**src/regfile_defs.svh**
```systemverilog
// Address map, field positions, reset values and frame counts of the register file.
`ifndef REGFILE_DEFS_SVH
`define REGFILE_DEFS_SVH

`define ADDR_W          6
`define DATA_W          8
`define COMMON_FIRST    6'h00
`define COMMON_LAST     6'h2d
`define BANK_FIRST      6'h2e
`define BANK_LAST       6'h3e
`define BANK_SEL_ADDR   6'h3f
`define FLAG_REG_ADDR   6'h15
`define STATUS_FIRST    6'h2a
`define STATUS_LAST     6'h2d
`define RESV_ADDR       6'h12
`define COMMON_N        46
`define BANK_N          17
`define BANK_IDX_W      5
`define BANK_SEL_BIT    0
`define BANK_SEL_MASK   8'h01
`define RESV_MASK       8'hff
`define FULL_MASK       8'hff
`define CTRL_RST        8'h00
`define BANK_SEL_RST    8'h00
`define POR_RST         1'b1
`define FLAG_POR_BIT    0
`define CMD_WRITE_BIT   7
`define CMD_BITS        5'h08
`define FRAME_LAST_BIT  5'h0f
`define STATUS_W        32

`endif

```
**src/regfile_pkg.sv**
```systemverilog
// Types shared by the register file and its serial front end.
`default_nettype none
`include "regfile_defs.svh"

package regfile_pkg;

  typedef struct packed {
    logic                 sclk;
    logic                 cs_n;
    logic                 sdi;
  } spi_pins_t;

  typedef struct packed {
    logic                 valid;
    logic                 write;
    logic [`ADDR_W-1:0]   addr;
    logic [`DATA_W-1:0]   data;
  } reg_access_t;

  typedef enum logic [1:0] {
    ST_IDLE = 2'b00,
    ST_CMD  = 2'b01,
    ST_DATA = 2'b10,
    ST_DONE = 2'b11
  } spi_state_t;

endpackage : regfile_pkg

`default_nettype wire

```
**src/banked_sfr_register_file.sv**
```systemverilog
// Banked control and status register file reached over the serial port.
`default_nettype none
`include "regfile_defs.svh"

module banked_sfr_register_file
  import regfile_pkg::*;
(
  input  wire logic                            clk_in,
  input  wire logic                            rst_n_in,
  input  wire spi_pins_t                       spi_in,
  input  wire logic                            pwr_down_in,
  input  wire logic [`STATUS_W-1:0]            status_in,
  input  wire logic [`DATA_W-1:0]              flag_status_in,
  output logic                                 sdo_out,
  output logic                                 sdo_oe_out,
  output logic                                 bank_choice_out,
  output logic                                 por_flag_out,
  output logic      [`COMMON_N*`DATA_W-1:0]    common_regs_out,
  output logic      [`BANK_N*`DATA_W-1:0]      bank0_regs_out,
  output logic      [`BANK_N*`DATA_W-1:0]      bank1_regs_out
);

  function automatic logic is_banked(input logic [`ADDR_W-1:0] a);
    return (a >= `BANK_FIRST) && (a <= `BANK_LAST);
  endfunction : is_banked

  function automatic logic is_status(input logic [`ADDR_W-1:0] a);
    return (a == `FLAG_REG_ADDR) || ((a >= `STATUS_FIRST) && (a <= `STATUS_LAST));
  endfunction : is_status

  function automatic logic [`BANK_IDX_W-1:0] bank_index(input logic [`ADDR_W-1:0] a);
    logic [`ADDR_W-1:0] diff;
    diff = a - `BANK_FIRST;
    return diff[`BANK_IDX_W-1:0];
  endfunction : bank_index

  // Bits that exist in each register; everything else is dropped on write.
  function automatic logic [`DATA_W-1:0] impl_mask(input logic [`ADDR_W-1:0] a);
    logic [`DATA_W-1:0] m;
    m = `FULL_MASK;
    if (a == `BANK_SEL_ADDR)
    begin
      m = `BANK_SEL_MASK;
    end
    else if (a == `RESV_ADDR)
    begin
      m = `RESV_MASK;
    end
    return m;
  endfunction : impl_mask

  reg_access_t          acc;
  logic [`ADDR_W-1:0]   rd_addr;
  logic                 rd_take;
  logic [`DATA_W-1:0]   rd_data;
  logic [`DATA_W-1:0]   bank0_rd, bank1_rd;
  logic                 wr_ok, wr_bank0, wr_bank1;
  logic [`DATA_W-1:0]   wr_data;

  logic [`DATA_W-1:0]   common_q [`COMMON_N];
  logic [`DATA_W-1:0]   common_d [`COMMON_N];
  logic [`DATA_W-1:0]   bank_sel_q, bank_sel_d;
  logic                 por_q, por_d;

  spi_frame_slave u_spi (
    .clk_in      (clk_in),
    .rst_n_in    (rst_n_in),
    .pins_in     (spi_in),
    .rd_data_in  (rd_data),
    .rd_addr_out (rd_addr),
    .rd_take_out (rd_take),
    .acc_out     (acc),
    .sdo_out     (sdo_out),
    .sdo_oe_out  (sdo_oe_out)
  );

  // Power-down freezes every control register by refusing writes.
  assign wr_ok    = acc.valid && acc.write && !pwr_down_in && !is_status(acc.addr);
  assign wr_data  = acc.data & impl_mask(acc.addr);
  assign wr_bank0 = wr_ok && is_banked(acc.addr) && !bank_sel_q[`BANK_SEL_BIT];
  assign wr_bank1 = wr_ok && is_banked(acc.addr) && bank_sel_q[`BANK_SEL_BIT];

  bank_store u_bank0 (
    .clk_in      (clk_in),
    .rst_n_in    (rst_n_in),
    .wr_en_in    (wr_bank0),
    .wr_idx_in   (bank_index(acc.addr)),
    .wr_data_in  (wr_data),
    .rd_idx_in   (bank_index(rd_addr)),
    .rd_data_out (bank0_rd),
    .regs_out    (bank0_regs_out)
  );

  bank_store u_bank1 (
    .clk_in      (clk_in),
    .rst_n_in    (rst_n_in),
    .wr_en_in    (wr_bank1),
    .wr_idx_in   (bank_index(acc.addr)),
    .wr_data_in  (wr_data),
    .rd_idx_in   (bank_index(rd_addr)),
    .rd_data_out (bank1_rd),
    .regs_out    (bank1_regs_out)
  );

  // Common region and the bank selector, visible in both banks.
  always_comb
  begin
    common_d   = common_q;
    bank_sel_d = bank_sel_q;
    if (wr_ok && (acc.addr <= `COMMON_LAST))
    begin
      common_d[acc.addr] = wr_data;
    end
    if (wr_ok && (acc.addr == `BANK_SEL_ADDR))
    begin
      bank_sel_d = wr_data;
    end
  end

  always_ff @(posedge clk_in)
  begin
    if (!rst_n_in)
    begin
      for (int i = 0; i < `COMMON_N; i++)
      begin
        common_q[i] <= `CTRL_RST;
      end
      bank_sel_q <= `BANK_SEL_RST;
    end
    else
    begin
      common_q   <= common_d;
      bank_sel_q <= bank_sel_d;
    end
  end

  // Power-on flag: raised by reset, cleared when the host reads the flag register.
  always_comb
  begin
    por_d = por_q;
    if (rd_take && (rd_addr == `FLAG_REG_ADDR))
    begin
      por_d = 1'b0;
    end
  end

  always_ff @(posedge clk_in)
  begin
    if (!rst_n_in)
    begin
      por_q <= `POR_RST;
    end
    else
    begin
      por_q <= por_d;
    end
  end

  // Status bytes are taken live at the instant the read byte is loaded.
  always_comb
  begin
    rd_data = `CTRL_RST;
    if (rd_addr == `FLAG_REG_ADDR)
    begin
      rd_data = flag_status_in;
      rd_data[`FLAG_POR_BIT] = por_q;
    end
    else if (is_status(rd_addr))
    begin
      rd_data = status_in[(rd_addr - `STATUS_FIRST)*`DATA_W +: `DATA_W];
    end
    else if (rd_addr == `BANK_SEL_ADDR)
    begin
      rd_data = bank_sel_q & impl_mask(rd_addr);
    end
    else if (is_banked(rd_addr))
    begin
      rd_data = bank_sel_q[`BANK_SEL_BIT] ? bank1_rd : bank0_rd;
    end
    else
    begin
      rd_data = common_q[rd_addr];
    end
  end

  always_comb
  begin
    for (int i = 0; i < `COMMON_N; i++)
    begin
      common_regs_out[i*`DATA_W +: `DATA_W] = common_q[i];
    end
  end

  assign bank_choice_out = bank_sel_q[`BANK_SEL_BIT];
  assign por_flag_out    = por_q;
endmodule : banked_sfr_register_file

`default_nettype wire

```
**src/bank_store.sv**
```systemverilog
// One bank of the switched window: 17 byte registers with a single write port.
`default_nettype none
`include "regfile_defs.svh"

module bank_store
  import regfile_pkg::*;
(
  input  wire logic                        clk_in,
  input  wire logic                        rst_n_in,
  input  wire logic                        wr_en_in,
  input  wire logic [`BANK_IDX_W-1:0]      wr_idx_in,
  input  wire logic [`DATA_W-1:0]          wr_data_in,
  input  wire logic [`BANK_IDX_W-1:0]      rd_idx_in,
  output logic      [`DATA_W-1:0]          rd_data_out,
  output logic      [`BANK_N*`DATA_W-1:0]  regs_out
);

  logic [`DATA_W-1:0] mem_q [`BANK_N];
  logic [`DATA_W-1:0] mem_d [`BANK_N];

  always_comb
  begin
    mem_d = mem_q;
    if (wr_en_in && (wr_idx_in < `BANK_IDX_W'(`BANK_N)))
    begin
      mem_d[wr_idx_in] = wr_data_in;
    end
  end

  always_ff @(posedge clk_in)
  begin
    if (!rst_n_in)
    begin
      for (int i = 0; i < `BANK_N; i++)
      begin
        mem_q[i] <= `CTRL_RST;
      end
    end
    else
    begin
      mem_q <= mem_d;
    end
  end

  always_comb
  begin
    rd_data_out = `CTRL_RST;
    if (rd_idx_in < `BANK_IDX_W'(`BANK_N))
    begin
      rd_data_out = mem_q[rd_idx_in];
    end
    for (int i = 0; i < `BANK_N; i++)
    begin
      regs_out[i*`DATA_W +: `DATA_W] = mem_q[i];
    end
  end

endmodule : bank_store

`default_nettype wire

```
**src/spi_frame_slave.sv**
```systemverilog
// Serial front end: command byte then data byte, mode 0, one register per frame.
`default_nettype none
`include "regfile_defs.svh"

module spi_frame_slave
  import regfile_pkg::*;
(
  input  wire logic                 clk_in,
  input  wire logic                 rst_n_in,
  input  wire spi_pins_t            pins_in,
  input  wire logic [`DATA_W-1:0]   rd_data_in,
  output logic      [`ADDR_W-1:0]   rd_addr_out,
  output logic                      rd_take_out,
  output reg_access_t               acc_out,
  output logic                      sdo_out,
  output logic                      sdo_oe_out
);

  spi_state_t          state_q, state_d;
  logic [4:0]          cnt_q, cnt_d;
  logic                sclk_q;
  logic [15:0]         shin_q, shin_d;
  logic [`DATA_W-1:0]  shout_q, shout_d;
  logic                sdo_q, sdo_d, oe_q, oe_d, take_q, take_d;
  reg_access_t         acc_q, acc_d;
  logic                rise, fall;
  logic                wr_cmd;

  assign rise        = pins_in.sclk & ~sclk_q;
  assign fall        = ~pins_in.sclk & sclk_q;
  assign rd_addr_out = shin_q[`ADDR_W-1:0];
  // The write flag climbs the shift register as data bits arrive, so the count locates it.
  assign wr_cmd      = shin_q[4'(cnt_q - 5'h01)];

  always_comb
  begin
    state_d = state_q;
    cnt_d   = cnt_q;
    shin_d  = shin_q;
    shout_d = shout_q;
    sdo_d   = sdo_q;
    oe_d    = oe_q;
    take_d  = 1'b0;
    acc_d   = '0;
    if (pins_in.cs_n)
    begin
      state_d = ST_IDLE;
      cnt_d   = 5'h00;
      oe_d    = 1'b0;
    end
    else
    begin
      case (state_q)
        ST_IDLE: state_d = ST_CMD;
        ST_CMD:
        begin
          if (rise)
          begin
            shin_d = {shin_q[14:0], pins_in.sdi};
            cnt_d  = cnt_q + 5'h01;
            if (cnt_q == `CMD_BITS - 5'h01)
            begin
              state_d = ST_DATA;
            end
          end
        end
        ST_DATA:
        begin
          // The read byte is fetched on the first falling edge after the command.
          if (fall && !wr_cmd)
          begin
            if (cnt_q == `CMD_BITS)
            begin
              shout_d = rd_data_in;
              sdo_d   = rd_data_in[`DATA_W-1];
              oe_d    = 1'b1;
              take_d  = 1'b1;
            end
            else
            begin
              shout_d = {shout_q[`DATA_W-2:0], 1'b0};
              sdo_d   = shout_q[`DATA_W-2];
            end
          end
          if (rise)
          begin
            shin_d = {shin_q[14:0], pins_in.sdi};
            cnt_d  = cnt_q + 5'h01;
            if (cnt_q == `FRAME_LAST_BIT)
            begin
              state_d    = ST_DONE;
              acc_d.valid = shin_q[`CMD_WRITE_BIT+`DATA_W-1];
              acc_d.write = shin_q[`CMD_WRITE_BIT+`DATA_W-1];
              acc_d.addr  = shin_q[`DATA_W+`ADDR_W-2:`DATA_W-1];
              acc_d.data  = {shin_q[`DATA_W-2:0], pins_in.sdi};
            end
          end
        end
        ST_DONE: state_d = ST_DONE;
        default: state_d = ST_IDLE;
      endcase
    end
  end

  always_ff @(posedge clk_in)
  begin
    if (!rst_n_in)
    begin
      state_q <= ST_IDLE;
      cnt_q   <= 5'h00;
      sclk_q  <= 1'b0;
      shin_q  <= 16'h0000;
      shout_q <= 8'h00;
      sdo_q   <= 1'b0;
      oe_q    <= 1'b0;
      take_q  <= 1'b0;
      acc_q   <= '0;
    end
    else
    begin
      state_q <= state_d;
      cnt_q   <= cnt_d;
      sclk_q  <= pins_in.sclk;
      shin_q  <= shin_d;
      shout_q <= shout_d;
      sdo_q   <= sdo_d;
      oe_q    <= oe_d;
      take_q  <= take_d;
      acc_q   <= acc_d;
    end
  end

  assign rd_take_out = take_q;
  assign acc_out     = acc_q;
  assign sdo_out     = sdo_q;
  assign sdo_oe_out  = oe_q;
endmodule : spi_frame_slave

`default_nettype wire

```
**config.mk**
```make
export PLATFORM = sky130hd
export DESIGN_NAME = banked_sfr_register_file
export DESIGN_NICKNAME = d
export VERILOG_FILES = /design/src/regfile_pkg.sv /design/src/banked_sfr_register_file.sv /design/src/bank_store.sv /design/src/spi_frame_slave.sv
export VERILOG_INCLUDE_DIRS = /design/src
export SDC_FILE = /design/constraint.sdc
export NUM_CORES = 1
export LEC_CHECK = 0
export ABC_CLOCK_PERIOD_IN_PS = 8250
export BUFFER_PORTS_ARGS = -buffer_cell sky130_fd_sc_hd__clkbuf_2
export CAP_MARGIN = 20
export CELL_PAD_IN_SITES_DETAIL_PLACEMENT = 1
export CELL_PAD_IN_SITES_GLOBAL_PLACEMENT = 1
export CORE_ASPECT_RATIO = 1.1
export CORE_MARGIN = 8
export CORE_UTILIZATION = 45
export CTS_BUF_LIST = sky130_fd_sc_hd__clkbuf_8 sky130_fd_sc_hd__clkbuf_16
export DETAILED_ROUTE_END_ITERATION = 7
export GPL_TIMING_DRIVEN = 0
export MAX_ROUTING_LAYER = met4
export PLACE_DENSITY_LB_ADDON = 0.3
export RECOVER_POWER = 25
export SYNTH_ARGS = -nofsm -noshare
export SYNTH_HDL_FRONTEND = slang
export SYNTH_SLANG_ARGS = --single-unit
```
**constraint.sdc**
```tcl
create_clock -name clk_in -period 8.25 [get_ports clk_in]
set_input_delay 0.4125 -clock clk_in [delete_from_list [all_inputs] [get_ports clk_in]]
set_output_delay 0.4125 -clock clk_in [all_outputs]
set_load 0.02 [all_outputs]
```
==> impl_metrics.toml <==
[status]
status = "complete, no violations"

[timing]
period_minus_slack_ps = 6650
setup_tns_ps = 0
fin_crit_sh = 0.806
hold_viol_final = 0
slew_headroom = 0.108
setup_slack_ps = 1600
fmax_mhz = 150
slew_violations = 0
rsz0062_at_grt = "false"
setup_viol = 0
worstMarginPinSlew_ps = 1340
clock_skew_ps = 22.0

[detailed_routing]
antenna_left = 0
via_per_inst = 6.49
drc = 0
postRouteWirelength_um = 192000
avgRoutedWirePerCell_um = 37.1
num_vias = 33603
drt_iter0_drc = 3997
first_pass_iters = 6

[yosys]
synth_top_family_by_area = "multiplexers"
synth_warnings = 0
netlist_top_cells_count = "dfxtp_1, nand2_1, mux2i_1"
synthesis.area_mm2 = 0.0333
synth-compound-area-share = 0.100
synth_simple_gate_area_frac = 0.206
syn_avg_cell_area_um2 = 9.88
synth_flop_cell = "dfxtp_1"
synth_area_leaders = "dfxtp_1, mux2i_1, mux4_2"
syn_nets = 3435
syn_inst = 3374
async_flop_share = 0
yosysTopAreaCell = "dfxtp_1"
synth_cell_types = 73
yosysSeqAreaShare = 0.415
synth_most_common_cell = "dfxtp_1"
yosys_register_bits = 691
synthXorXnorAreaFrac = 0.00398
yosysTopAreaCellShare = 0.415
synth_fa_ha_area_frac = 0.00563
synth-edff-count = 0
synth.area.mux_share = 0.227

[placement]
place_congestion = 1.02
hpwl_um = 142000
numPortBuffers = 687
dp_slack_ps = 2040
dpl_cell_area_mm2 = 0.0381
dp_cells = 5024

[power]
power_density_mw_per_mm2 = 178
p_leak_nw = 14.4
p_total_mw = 7.17
vdd_ir_drop_max_uv = 136

[setup_path]
crit_required_ps = 8750
path_class = "reg2reg"
cp.arrival_ps = 7150
start_kind = "register"
end_kind = "register"
worst-path-max-fanout = 11

[global_routing]
track_usage = 0.458
grt_pass1_wl_um = 263000
overflow = 0
grt_pass1_vias = 33801
antenna_found_initial = 12
grt_max_degree = 14

[layout]
multi_input_area_mm2 = 0.0181
drive_gt1_frac = 0.180
fin_cells = 5181
layout.nets = 4215
n_fill_cell = 8556
final-seq-area_mm2 = 0.0138
syn_to_final_growth_pct = 21.1
fin_area_mm2 = 0.0404

[die]
die_w_um = 276
core_area_mm2 = 0.0733
die-area_mm2 = 0.0831
initial_core_util = 0.455
rows = 104
io_pins = 690
die_y_um = 301

[clocking]
cts.root.buffer_cell = "clkbuf_16"
cts_made_buffers = 77
cts_tree = "done"
cts.htree.levels = 3
clkTransAtPathRegs_ps = 60
cts_setup_buffers = 0
cts_max_path_buffers = 3
clk_latency_ps = 660
cts_sinks = 691
ctsResizeCount = 0
hold_buffers = 1

[run]
maxCapViolations = 0

[min_path]
hold_path.class = "in2reg"
cell families (layout without fill, tap and decap cells):
group | after synthesis | in the layout
XOR/XNOR | 13 | 13
AND/OR/NAND/NOR | 1292 | 1292
AO/OA/AOI/OAI | 460 | 460
adder cells (fa/ha/maj) | 15 | 15
flip-flops | 691 | 691
other | 0 | 10
buffers and inverters | 335 | 1178
multiplexers | 568 | 568
cell usage in the layout, fill, tap and decap left out, types with 16 or more instances in the layout:
| cell type | Yosys | layout |
|---|---|---|
| nor2_1 | 30 | 30 |
| nor3_4 | 19 | 19 |
| mux2i_1 | 405 | 405 |
| nand3_1 | 324 | 324 |
| nand2_1 | 444 | 444 |
| a31oi_1 | 16 | 16 |
| and2_1 | 19 | 19 |
| mux4_2 | 150 | 150 |
| buf_1 | 57 | 56 |
| nor2b_1 | 373 | 373 |
| clkbuf_1 | 207 | 537 |
| o21ai_0 | 25 | 25 |
| inv_1 | 12 | 32 |
| a21boi_0 | 311 | 311 |
| a21oi_1 | 30 | 30 |
| buf_2 | 46 | 48 |
| clkbuf_16 | 0 | 78 |
| clkbuf_8 | 0 | 19 |
| dfxtp_1 | 691 | 691 |
| clkbuf_2 | 0 | 357 |
state kept, by name, summed over array words and instances, names as in the netlist:
| signal | flops |
|---|---|
| u_spi.acc_out | 15 |
| u_bank1.regs_out | 136 |
| por_flag_out | 1 |
| u_spi.sdo_out | 1 |
| u_spi.cnt_q | 5 |
| u_spi.rd_take_out | 1 |
| u_spi.sclk_q | 1 |
| bank_sel_q | 1 |
| u_bank0.regs_out | 136 |
| u_spi.shout_q | 7 |
| u_spi.state_q | 2 |
| u_spi.sdo_oe_out | 1 |
| common_regs_out | 368 |
| u_spi.shin_q | 16 |
routing by layer:
metal,vias to the layer above,track usage,wire (µm)
met2,2592,0.678,83800
li1,13450,-,-
met5,-,-,0
met1,16734,0.500,65600
met4,0,0.370,19100
met3,827,0.150,23400
where the power goes:
part,internal (mW),switching (mW),total [mW]
sequential,3.34,0.00100,3.34
clock,2.09,1.56,3.65
combinational,0.0719,0.111,0.183
total,5.50,1.67,7.17
final timing paths:
check | start | to | slack (ps) | cells past startpoint
setup / recovery | u_spi.shin_q[2]$_SDFFE_PN0P_ | u_spi.shout_q[6]$_SDFFE_PN0P_ | 1600 | 13
hold / removal | spi_in[0] | u_spi.acc_out[0]$_SDFF_PP0_ | 40 | 2
setup reg to reg | u_spi.shin_q[2]$_SDFFE_PN0P_ | u_spi.shout_q[6]$_SDFFE_PN0P_ | 1600 | 13
hold reg to reg | u_spi.sdo_oe_out$_SDFFE_PP0P_ | u_spi.sdo_oe_out$_SDFFE_PP0P_ | 460 | 1
critical path, stage by stage, from the launching register on:
cell and delay [ps]:
dfxtp_1 580, clkbuf_1 630, inv_1 300, clkbuf_1 520
ha_1 460, clkbuf_1 530, buf_2 560, buf_2 420
buf_1 810, mux4_2 530, a221oi_1 330, nor3_1 160
o21ai_0 460, a31oi_1 170
stage by stage:
step                hold WS [ps]  utilization
floorplan                    437            -
global placement             446        0.518
detailed placement           450        0.520
CTS                         28.3        0.556
global route                48.3        0.551
finish                      37.6        0.551
area by class of cell:
class	instances	share of cell area
timing repair buffer	701	0.0791
inverter	13	0.00121
clock buffer	97	0.0548
tap	954	0.0296
antenna	10	0.000620
clock inverter	45	0.0104
buffer	322	0.0330
sequential	691	0.342
multi-input combinational	2348	0.449
Power figures use the tool's default switching activity.
